File: src/rtl/atfc_defs.vh
// register map, field positions and reset values of the trigger and format control block
`ifndef ATFC_DEFS_VH
`define ATFC_DEFS_VH

// register indices; byte address is four times the index
`define ATFC_IDX_PIN_DIS    8'h01
`define ATFC_IDX_CTRL_B     8'h03
`define ATFC_IDX_RES_LOW    8'h04
`define ATFC_IDX_RES_HIGH   8'h05
`define ATFC_IDX_CTRL_A     8'h06
`define ATFC_IDX_PIN_VALUE  8'h08

// apb address width
`define ATFC_AW             12

// reset values
`define ATFC_RST_PIN_DIS    8'h00
`define ATFC_RST_CTRL_B     8'h00
`define ATFC_RST_CTRL_A     8'h00

// converter_control_b fields
`define ATFC_B_BIPOLAR      7
`define ATFC_B_LEFT_ADJ     4
`define ATFC_B_TRIG_HI      2
`define ATFC_B_TRIG_LO      0

// converter_control_a fields
`define ATFC_A_ENABLE       7
`define ATFC_A_START        6
`define ATFC_A_AUTO         5
`define ATFC_A_DONE         4
`define ATFC_A_STORE_HI     3

// trigger source codes
`define ATFC_TRIG_FREE      3'h0

// full scale of the 10-bit result
`define ATFC_FULL_SCALE     10'h3FF

`endif

File: src/rtl/atfc_control.v
// converter control, result formatting, auto trigger and pin input disable with apb registers
//
// How it works
// - gain stage unipolar after reset, bit 7 selects bipolar
// - unipolar negative difference saturates to full scale
// - bipolar result is coded in two's complement
// - ten bits unipolar, nine plus sign bipolar
// - left adjust bit selects result alignment
// - alignment change shows immediately, even mid conversion
// - reserved bit 3 reads back last write
// - trigger field matters only with auto trigger
// - auto trigger starts on selected flag rising
// - switching from a clear to a set flag is an edge
// - switching to free running never triggers
// - trigger field encodes eight sources, zero free-running
// - disable bit turns pin input buffer off
// - disabled pin reads zero in port input
// - result register pair holds ten result bits
// - auto enable starts conversions on trigger edges
// - done flag sets on update, clears by ack/one
// - low byte read locks pair until high read
// - byte placement of result for each alignment
`timescale 1ns/100ps
`include "atfc_defs.vh"

module atfc_control (
  input  wire                   pclk,
  input  wire                   presetn,
  // apb slave
  input  wire                   psel,
  input  wire                   penable,
  input  wire                   pwrite,
  input  wire [`ATFC_AW-1:0]    paddr,
  input  wire [31:0]            pwdata,
  output wire                   pready,
  output wire                   pslverr,
  output reg  [31:0]            prdata,
  // converter core
  output reg                    conv_start,
  output wire                   conv_enable,
  output wire                   bipolar_mode,
  output wire [2:0]             prescale_sel,
  input  wire                   conv_done,
  input  wire [9:0]             conv_code,
  input  wire                   conv_neg,
  // peripheral flags and interrupt acknowledge
  input  wire [7:1]             trig_flags,
  input  wire                   done_vector_ack,
  output wire                   conversion_done_flag,
  // analog pins
  input  wire [7:0]             pin_in,
  output wire [7:0]             pin_buf_disable,
  output reg  [7:0]             pin_value
);

  // ------------------------------------------------------------
  // functions
  // ------------------------------------------------------------

  // turn the raw code into the stored result for the chosen mode
  function [9:0] fmt_result;
    input       bip;
    input       neg;
    input [9:0] code;
    reg   [8:0] mag;
    begin
      mag = code[9:1];
      if (bip) begin
        if (neg) begin
          fmt_result = 10'h000 - {1'b0, mag};
        end else begin
          fmt_result = {1'b0, mag};
        end
      end else if (neg) begin
        fmt_result = `ATFC_FULL_SCALE;
      end else begin
        fmt_result = code;
      end
    end
  endfunction

  // register index match for an aligned word
  function idx_hit;
    input [`ATFC_AW-1:0] addr;
    input [7:0]          idx;
    begin
      idx_hit = (addr[`ATFC_AW-1:2] == {2'h0, idx});
    end
  endfunction

  // ------------------------------------------------------------
  // registers and wires
  // ------------------------------------------------------------

  // one-hot conversion states
  localparam ST_IDLE = 2'b01;
  localparam ST_BUSY = 2'b10;

  reg  [7:0] pin_dis_r;
  reg  [7:0] ctrl_b_r;
  reg        enable_r;
  reg        auto_r;
  reg        done_r;
  reg  [1:0] conv_state_r;
  reg  [1:0] conv_state_nxt;
  reg  [3:0] ctrl_a_low_r;
  reg  [9:0] result_r;
  reg        lock_r;
  reg  [7:0] pin_s1_r;
  reg  [7:0] pin_s2_r;
  reg  [7:0] pin_s3_r;
  reg  [7:0] pin_stable_r;

  wire       setup_cyc;
  wire       access_cyc;
  wire       wr_acc;
  wire       rd_acc;
  wire       mapped;
  wire       hit_pin_dis;
  wire       hit_ctrl_b;
  wire       hit_res_low;
  wire       hit_res_high;
  wire       hit_ctrl_a;
  wire       hit_pin_val;
  wire       left_adj;
  wire [7:0] res_low;
  wire [7:0] res_high;
  wire       trig_edge;
  wire       auto_start;
  wire       sw_start;
  wire       start_now;
  wire       low_rd_pending;
  wire       update_ok;
  wire       done_clr;
  wire       busy;
  wire       conv_off;
  wire [7:0] pin_agree;
  wire [7:0] ctrl_a_view;
  reg  [7:0] rd_byte;

  // ------------------------------------------------------------
  // apb decode
  // ------------------------------------------------------------

  assign setup_cyc  = psel & ~penable;
  assign access_cyc = psel & penable;
  assign wr_acc     = access_cyc & pwrite & mapped;
  assign rd_acc     = access_cyc & ~pwrite & mapped;

  assign hit_pin_dis  = idx_hit(paddr, `ATFC_IDX_PIN_DIS);
  assign hit_ctrl_b   = idx_hit(paddr, `ATFC_IDX_CTRL_B);
  assign hit_res_low  = idx_hit(paddr, `ATFC_IDX_RES_LOW);
  assign hit_res_high = idx_hit(paddr, `ATFC_IDX_RES_HIGH);
  assign hit_ctrl_a   = idx_hit(paddr, `ATFC_IDX_CTRL_A);
  assign hit_pin_val  = idx_hit(paddr, `ATFC_IDX_PIN_VALUE);

  assign mapped = hit_pin_dis | hit_ctrl_b | hit_res_low | hit_res_high | hit_ctrl_a | hit_pin_val;

  // no wait states; read data is captured in the setup cycle
  assign pready  = 1'b1;
  assign pslverr = access_cyc & ~mapped;

  // ------------------------------------------------------------
  // control register b
  // ------------------------------------------------------------

  always @(posedge pclk or negedge presetn) begin
    if (!presetn) begin
      ctrl_b_r <= `ATFC_RST_CTRL_B;
    end else if (wr_acc && hit_ctrl_b) begin
      ctrl_b_r <= pwdata[7:0];
    end
  end

  assign bipolar_mode = ctrl_b_r[`ATFC_B_BIPOLAR];
  assign left_adj     = ctrl_b_r[`ATFC_B_LEFT_ADJ];

  // ------------------------------------------------------------
  // pin input disable and port input view
  // ------------------------------------------------------------

  always @(posedge pclk or negedge presetn) begin
    if (!presetn) begin
      pin_dis_r <= `ATFC_RST_PIN_DIS;
    end else if (wr_acc && hit_pin_dis) begin
      pin_dis_r <= pwdata[7:0];
    end
  end

  assign pin_buf_disable = pin_dis_r;

  // pins are asynchronous; a level is taken once stages two and three agree
  assign pin_agree = ~(pin_s2_r ^ pin_s3_r);

  always @(posedge pclk or negedge presetn) begin
    if (!presetn) begin
      pin_s1_r     <= 8'h00;
      pin_s2_r     <= 8'h00;
      pin_s3_r     <= 8'h00;
      pin_stable_r <= 8'h00;
      pin_value    <= 8'h00;
    end else begin
      pin_s1_r     <= pin_in;
      pin_s2_r     <= pin_s1_r;
      pin_s3_r     <= pin_s2_r;
      pin_stable_r <= (pin_s3_r & pin_agree) | (pin_stable_r & ~pin_agree);
      pin_value    <= pin_stable_r & ~pin_dis_r;
    end
  end

  // ------------------------------------------------------------
  // trigger selection
  // ------------------------------------------------------------

  atfc_trigger_sel u_trig (
    .pclk       (pclk),
    .presetn    (presetn),
    .trig_sel   (ctrl_b_r[`ATFC_B_TRIG_HI:`ATFC_B_TRIG_LO]),
    .trig_flags (trig_flags),
    .done_flag  (done_r),
    .trig_edge  (trig_edge)
  );

  // edges are ignored unless auto mode and the converter are on
  assign auto_start = trig_edge & auto_r & enable_r & ~busy;
  assign sw_start   = wr_acc & hit_ctrl_a & pwdata[`ATFC_A_START] & pwdata[`ATFC_A_ENABLE] & ~busy;
  assign start_now  = auto_start | sw_start;
  assign conv_off   = wr_acc & hit_ctrl_a & ~pwdata[`ATFC_A_ENABLE];

  // ------------------------------------------------------------
  // control register a and conversion sequencing
  // ------------------------------------------------------------

  assign done_clr = (wr_acc & hit_ctrl_a & pwdata[`ATFC_A_DONE]) | done_vector_ack;

  always @(posedge pclk or negedge presetn) begin
    if (!presetn) begin
      enable_r     <= 1'b0;
      auto_r       <= 1'b0;
      ctrl_a_low_r <= 4'h0;
      conv_state_r <= ST_IDLE;
      conv_start   <= 1'b0;
    end else begin
      conv_state_r <= conv_state_nxt;
      conv_start   <= start_now;
      if (wr_acc && hit_ctrl_a) begin
        enable_r     <= pwdata[`ATFC_A_ENABLE];
        auto_r       <= pwdata[`ATFC_A_AUTO];
        ctrl_a_low_r <= pwdata[`ATFC_A_STORE_HI:0];
      end
    end
  end

  // switching the converter off ends a running conversion
  always @* begin
    conv_state_nxt = conv_state_r;
    case (conv_state_r)
      ST_IDLE: begin
        if (start_now && !conv_off) begin
          conv_state_nxt = ST_BUSY;
        end
      end
      ST_BUSY: begin
        if (conv_off || conv_done) begin
          conv_state_nxt = ST_IDLE;
        end
      end
      default: begin
        conv_state_nxt = ST_IDLE;
      end
    endcase
  end

  assign busy         = (conv_state_r == ST_BUSY);
  assign conv_enable  = enable_r;
  assign prescale_sel = ctrl_a_low_r[2:0];

  // ------------------------------------------------------------
  // result register pair and done flag
  // ------------------------------------------------------------

  // a low byte read in its setup cycle already holds off the update
  assign low_rd_pending = setup_cyc & ~pwrite & hit_res_low;
  assign update_ok      = conv_done & busy & ~lock_r & ~low_rd_pending;

  always @(posedge pclk or negedge presetn) begin
    if (!presetn) begin
      result_r <= 10'h000;
      lock_r   <= 1'b0;
      done_r   <= 1'b0;
    end else begin
      if (update_ok) begin
        result_r <= fmt_result(bipolar_mode, conv_neg, conv_code);
      end
      if (rd_acc && hit_res_low) begin
        lock_r <= 1'b1;
      end else if (rd_acc && hit_res_high) begin
        lock_r <= 1'b0;
      end
      // a completion in the clearing cycle keeps the flag set
      if (update_ok) begin
        done_r <= 1'b1;
      end else if (done_clr) begin
        done_r <= 1'b0;
      end
    end
  end

  assign conversion_done_flag = done_r;

  // alignment is applied on the way out, so it follows the bit at once
  assign res_high = left_adj ? result_r[9:2] : {6'h00, result_r[9:8]};
  assign res_low  = left_adj ? {result_r[1:0], 6'h00} : result_r[7:0];

  assign ctrl_a_view = {enable_r, busy, auto_r, done_r, ctrl_a_low_r};

  // ------------------------------------------------------------
  // read data
  // ------------------------------------------------------------

  always @* begin
    rd_byte = 8'h00;
    case (1'b1)
      hit_pin_dis:  rd_byte = pin_dis_r;
      hit_ctrl_b:   rd_byte = ctrl_b_r;
      hit_res_low:  rd_byte = res_low;
      hit_res_high: rd_byte = res_high;
      hit_ctrl_a:   rd_byte = ctrl_a_view;
      hit_pin_val:  rd_byte = pin_value;
      default:      rd_byte = 8'h00;
    endcase
  end

  always @(posedge pclk or negedge presetn) begin
    if (!presetn) begin
      prdata <= 32'h00000000;
    end else if (setup_cyc && !pwrite) begin
      prdata <= {24'h000000, rd_byte};
    end
  end

endmodule

File: src/rtl/atfc_trigger_sel.v
// trigger source selection and rising-edge detection
`timescale 1ns/100ps
`include "atfc_defs.vh"

module atfc_trigger_sel (
  input  wire       pclk,
  input  wire       presetn,
  input  wire [2:0] trig_sel,
  input  wire [7:1] trig_flags,
  input  wire       done_flag,
  output wire       trig_edge
);

  reg  [2:0] sel_prev_r;
  reg        level_prev_r;
  wire [7:0] src_level;
  wire       level_cur;
  wire       to_free;

  // source zero follows the converter's own done flag
  assign src_level = {trig_flags, done_flag};
  assign level_cur = src_level[trig_sel];

  // entering free running never counts as an edge
  assign to_free = (trig_sel == `ATFC_TRIG_FREE) && (sel_prev_r != `ATFC_TRIG_FREE);

  // a switch from a clear flag to a set one is an edge as well
  assign trig_edge = level_cur & ~level_prev_r & ~to_free;

  always @(posedge pclk or negedge presetn) begin
    if (!presetn) begin
      sel_prev_r   <= 3'h0;
      level_prev_r <= 1'b0;
    end else begin
      sel_prev_r   <= trig_sel;
      level_prev_r <= level_cur;
    end
  end

endmodule

File: config.mk
export PLATFORM = sky130hd
export DESIGN_NAME = atfc_control
export DESIGN_NICKNAME = d
export VERILOG_FILES = /design/src/rtl/atfc_control.v /design/src/rtl/atfc_trigger_sel.v
export VERILOG_INCLUDE_DIRS = /design/src /design/src/rtl
export SDC_FILE = /design/constraint.sdc
export NUM_CORES = 1
export LEC_CHECK = 0
export BUFFER_PORTS_ARGS = -buffer_cell sky130_fd_sc_hd__buf_2
export CORE_MARGIN = 8
export CORE_UTILIZATION = 46
export DETAILED_ROUTE_END_ITERATION = 6
export PLACE_DENSITY = 0.82
export SLEW_MARGIN = 20
export SYNTH_ARGS = -nofsm -noshare
export SYNTH_HDL_FRONTEND = slang
export SYNTH_SLANG_ARGS = --single-unit
File: constraint.sdc
create_clock -name pclk -period 1.6 [get_ports pclk]
set_input_delay 0.16 -clock pclk [delete_from_list [all_inputs] [get_ports pclk]]
set_output_delay 0.16 -clock pclk [all_outputs]
set_load 0.01 [all_outputs]
# Word-level counts from Yosys, hierarchy flattened

Index checks and enable logic that the tools add are counted.

Register bits after elaboration: 89
Latch bits: 0
RAM bits: 0
Memory bits (read-only): 0
Bits of input ports: 77
Output and inout bits: 57
Logic and storage cells: 113
Memories kept: 0

$add $sub $neg: 1
Multipliers: 0
Div/mod/pow operators: 0
Magnitude comparators: 1
Eq/ne operators: 10
Shifts and indexed selects: 0
Mux-type cells: 20
Bitwise logic cells: 47
Reduce and logical (&&, ||, !) cells: 16

Operator list:

| cell                   | number |
|---|---|
| $mux W8                | 8 |
| $eq A10 B3 Y1 const B  | 3 |
| $mux W10               | 3 |
| $and A8 B8 Y8          | 3 |
| $not A8 Y8             | 3 |
| $and A1 B1 Y1          | 23 |
| $eq A10 B1 Y1 const B  | 1 |
| $eq A10 B2 Y1 const B  | 1 |
| $eq A10 B4 Y1 const B  | 1 |
| $sub A1 B9 Y10 const A | 1 |
| $not A1 Y1             | 9 |
| $logic_and A1 B1 Y1    | 8 |
| $or A8 B8 Y8           | 1 |
| $xor A8 B8 Y8          | 1 |
| $or A1 B1 Y1           | 7 |
| $mux W1                | 5 |
| $lt A3 B4 Y1 const B   | 1 |
| $mux W2                | 2 |
| $pmux W2 S2            | 1 |
| $reduce_bool A2 Y1     | 2 |
| $bmux W1 S3            | 1 |
| $logic_not A3 Y1       | 1 |
| $reduce_bool A3 Y1     | 1 |
| $eq A2 B1 Y1 const B   | 1 |
| other kinds (6)        | 7 |

# Logic depth before layout (Yosys ltp)

Depth in word-level cells: 15
Depth in mapped cells: 7
Gate-level depth less buffers: 7

# Hierarchy

Synthesis repeated with hierarchy kept, for this count alone.

Cell total of the unflattened synthesis: 401
Area, all modules: 4,435.5 um^2

By module, submodules not included:

| module           | times used | cells an instance | area each (um^2) | seq. area each (um^2) |
|---|---|---|---|---|
| atfc_control     | 1          | 383               | 4,229.1          | 2,128.3 |
| atfc_trigger_sel | 1          | 18                | 206.4            | 100.1 |

# Least setup slack after synthesis

OpenSTA, ideal clock, no wires.

Path kind: flip-flop to flip-flop
Start point: register ctrl_b_r[7]
End point: register result_r[4]
Library setup time: 0.118 ns
Data arrival time: 1.571 ns
Required time: 1.482 ns
Slack: -0.089 ns
Cell stages (with the launch flop): 6
Path buffers: 1
Period minus slack after synthesis: 1.689 ns
Cell sequence: dfrtp_1 > clkbuf_1 > or4b_2 > a21oi_1 > a211oi_1 > a21o_1

Longest elaborated chain between the ends: 1

RTL lines:

| element                | line               | source |
|---|---|---|
| start, declared        | atfc_control.v:100 | `reg [7:0] ctrl_b_r;` |
| start signal, assigned | atfc_control.v:169 | `` ctrl_b_r <= `ATFC_RST_CTRL_B; `` |
| start signal, assigned | atfc_control.v:171 | `ctrl_b_r <= pwdata[7:0];` |
| $mux W10               | atfc_control.v:68  | `if (bip) begin` |
| end signal, assigned   | atfc_control.v:293 | `result_r <= fmt_result(bipolar_mode, conv_neg, conv_code);` |
| end, declared          | atfc_control.v:107 | `reg [9:0] result_r;` |

No other way between the ends.
A chain may end at the register's enable or synchronous reset.

# Worst setup path after layout

Same ends and word-level chain as after synthesis.

==> out/metrics.yaml <==
avgSynthCellArea_um2: 10.98
nets: 588
p_sw_share_pct: 26.47
grtUsageTotal_pct: 17.24
fin_crit_ns: 1.535
start_util_pct: 46.65
drc: 0
syn_area_um2: 4229
htree_num_levels: 3
numCtsBuffers: 9
internal_power_mw: 3.154
vias: 3362
min_path_type: "input pin to register"
slew_violations: 0
p_clk_share_pct: 33.9
drtIter0Drc: 252
finalCritPeriodShare_pct: 95.96
final-hold-violation-count: 0
grt_overflow_total: 0
crit_required_ns: 1.86
seqPwrFrac_pct: 55.3
ys_ff_latch: 89
rows: 35
wl_per_cell_um: 17.06
busiest_layer: "met2"
fin_worst_skew_ns: 0.004748
grt_setup_unrepaired: "no"
grt_max_degree: 38
drtPass1Iterations: 4
core-area_um2: 9065
area_growth_syn_to_layout_pct: 24.59
use_met3_pct: 6.602
hpwl_um: 8282
status: "complete, no violations"
clkSinkCount: 89
critPathKind: "register to register"
ant_nets: 0
yosys.area.top_type: "dfrtp_1"
antenna_found_initial: 0
start_kind: "register"
die_h_um: 111.9
drv_cap: 0
holdWs_ns: 0.06323
postSynthCellCount: 385
cts_max_path_buffers: 2
seqCellArea_um2: 2230
cts-root-buf: "clkbuf_8"
die_area_um2: 12520
yosys-top-cells-area: "dfrtp_1, mux2_2, buf_4, a21oi_1, nor2b_1"
fillCellCount: 735
crit_arrival_ns: 1.79
power_density_nw_per_um2: 814.0
max-vdd-ir-drop_v: 0.0006195
comb_power_share_pct: 10.8
layoutNonFillerInstCount: 626
synth_ff_type: "dfrtp_1"
leakage_nw: 2.505
ys_types: 64
cp-end-kind: "register"
synth-edff-count: 0
clock_latency_ns: 0.36
setup_viol: 0
grt_pass1_wl_um: 17500
io_buffers: 82
ys_warn_count: 0
async_reset_ff_share_pct: 100.0
ios: 134
power_switching_mw: 1.135
groute.layer.met2.usage_pct: 27.18
ys_seq_area_share_pct: 52.69
grt_pass1_vias: 3492
yosys.area.top_type_share_pct: 52.07
cts_tree: "yes"
antenna_cells: 0
multi_input_area_um2: 1788
vias_per_cell: 5.371
use_met1_pct: 21.25
die_w_um: 111.9
max_freq_ghz: 0.6513
drt_wl_total_um: 10680
routabilityCongestion: 0.8783
dp_cells: 601
drive_above_1_share_pct: 35.15
crit_fanout: 2
path_clk_slew_ns: 0.09
[layout make-up]
| type | count | share of cell area (%) |
|---|---|---|
| Sequential cell | 89 | 42.32 |
| Multi-Input combinational cell | 265 | 33.93 |
| Timing Repair Buffer | 136 | 16.91 |
| Tap cell | 111 | 2.636 |
| Clock buffer | 10 | 2.612 |
| Clock inverter | 6 | 0.9499 |
| Inverter | 9 | 0.6412 |
[timing repair]
item,4_1_cts,5_1_grt
hold buffers,9,0
endpoints found under the hold margin,41,0
gates resized for setup,0,2
setup endpoints to repair,0,3
buffers inserted,0,0
[through the flow]
step | utilization (%) | cell area [µm²] | power [mW] | worst slack [ns] | TNS (ns)
floorplan | - | 4329 | 2.642 | -0.01480 | -0.09241
global placement | 54.98 | 4984 | 2.847 | -0.1270 | -1.800
detailed placement | 54.98 | 4984 | 2.861 | -0.2030 | -3.231
CTS | 58.04 | 5261 | 4.335 | 0.01648 | 0
global route | 58.12 | 5269 | 4.460 | 0.01037 | 0
finish | 58.12 | 5269 | 4.289 | 0.06459 | 0
[registers in the layout, indices dropped and copies added (netlist names), named ones only]
name and flops:
pin_value 8, auto_r 1, conv_state_r 2, u_trig.sel_prev_r 3
pin_buf_disable 8, ctrl_a_low_r 4, result_r 10, pin_s2_r 8
ctrl_b_r 8, conv_start 1, u_trig.level_prev_r 1, conversion_done_flag 1
prdata 8, pin_s1_r 8, conv_enable 1, lock_r 1
pin_s3_r 8
[critical path: stages (launching register included)]
cell	delay, ns
dfrtp_1	0.44
or4b_2	0.60
a21oi_1	0.17
a211oi_1	0.07
a21o_1	0.16
[layout by cell type (no fill, tap or decap), types with 8 or more instances in the layout]
cell / instances
o21ai_0: 17
nor2b_1: 18
buf_4: 42
dfrtp_1: 87
a21oi_1: 28
clkbuf_8: 10
o31ai_1: 8
nor2_1: 12
dlygate4sd3_1: 9
conb_1: 25
maj3_1: 8
buf_2: 81
mux2_2: 23
nand2_1: 22
inv_1: 9
[synth_stat cells (all sizes together), types with 2 or more instances]
cell type and count:
and2 3, nor2 12, a22oi 7, nor3 8, o31ai 9, nor2b 18, a21oi 28, or4 2
dfrtp 88, or3 2, xor2 2, a31oi 5, buf 32, maj3 8, or2 2, nand2 24
a22o 2, nand3b 5, nor4b 2, nor3b 2, o21ai 17, o2bb2ai 5, or3b 2, a2bb2oi 2
conb 2, nand3 5, a21boi 2, nand2b 4, clkbuf 13, nor4 5, o22ai 5, mux2 24
inv 9, mux2i 5, a211oi 2
[path summary, 6_finish.rpt]
path,slack (ns),endpoint,cells past startpoint,from
max,0.06,result_r[4],4,ctrl_b_r[7]
min,0.06,ctrl_a_low_r[1],2,pwdata[1]
max reg2reg,0.06,result_r[4],4,ctrl_b_r[7]
min reg2reg,0.35,pin_s2_r[5],0,pin_s1_r[5]
max in group asynchronous,0.71,ctrl_b_r[6],3,presetn
min in group asynchronous,0.30,lock_r,2,presetn
[power groups by stage]
stage               logic, mW  registers (mW)  clock network, mW
finish                  0.464            2.37               1.45
global route            0.516            2.38               1.56
CTS                     0.465            2.37               1.50
detailed placement      0.445            2.42                  0
global placement        0.434            2.41                  0
floorplan               0.229            2.41                  0
[per-layer routing]
metal	wire length [µm]	up-vias
li1	-	1584
met1	4595	1640
met2	5056	119
met3	818	19
met4	211	0
met5	0	-
[cells by family (layout without fill, tap and decap cells)]
| logic type | count (synthesis) | in the layout | share of synthesized area, % |
|---|---|---|---|
| AO/OA/AOI/OAI | 96 | 96 | 14.76 |
| XOR/XNOR | 3 | 3 | 0.6214 |
| adder cells (fa/ha/maj) | 9 | 9 | 2.189 |
| buffers and inverters | 54 | 161 | 7.426 |
| flip-flops | 89 | 89 | 52.69 |
| multiplexers | 29 | 29 | 7.574 |
| other | 2 | 25 | 0.1776 |
| AND/OR/NAND/NOR | 103 | 103 | 14.56 |
(Power assumes the default switching activity.)
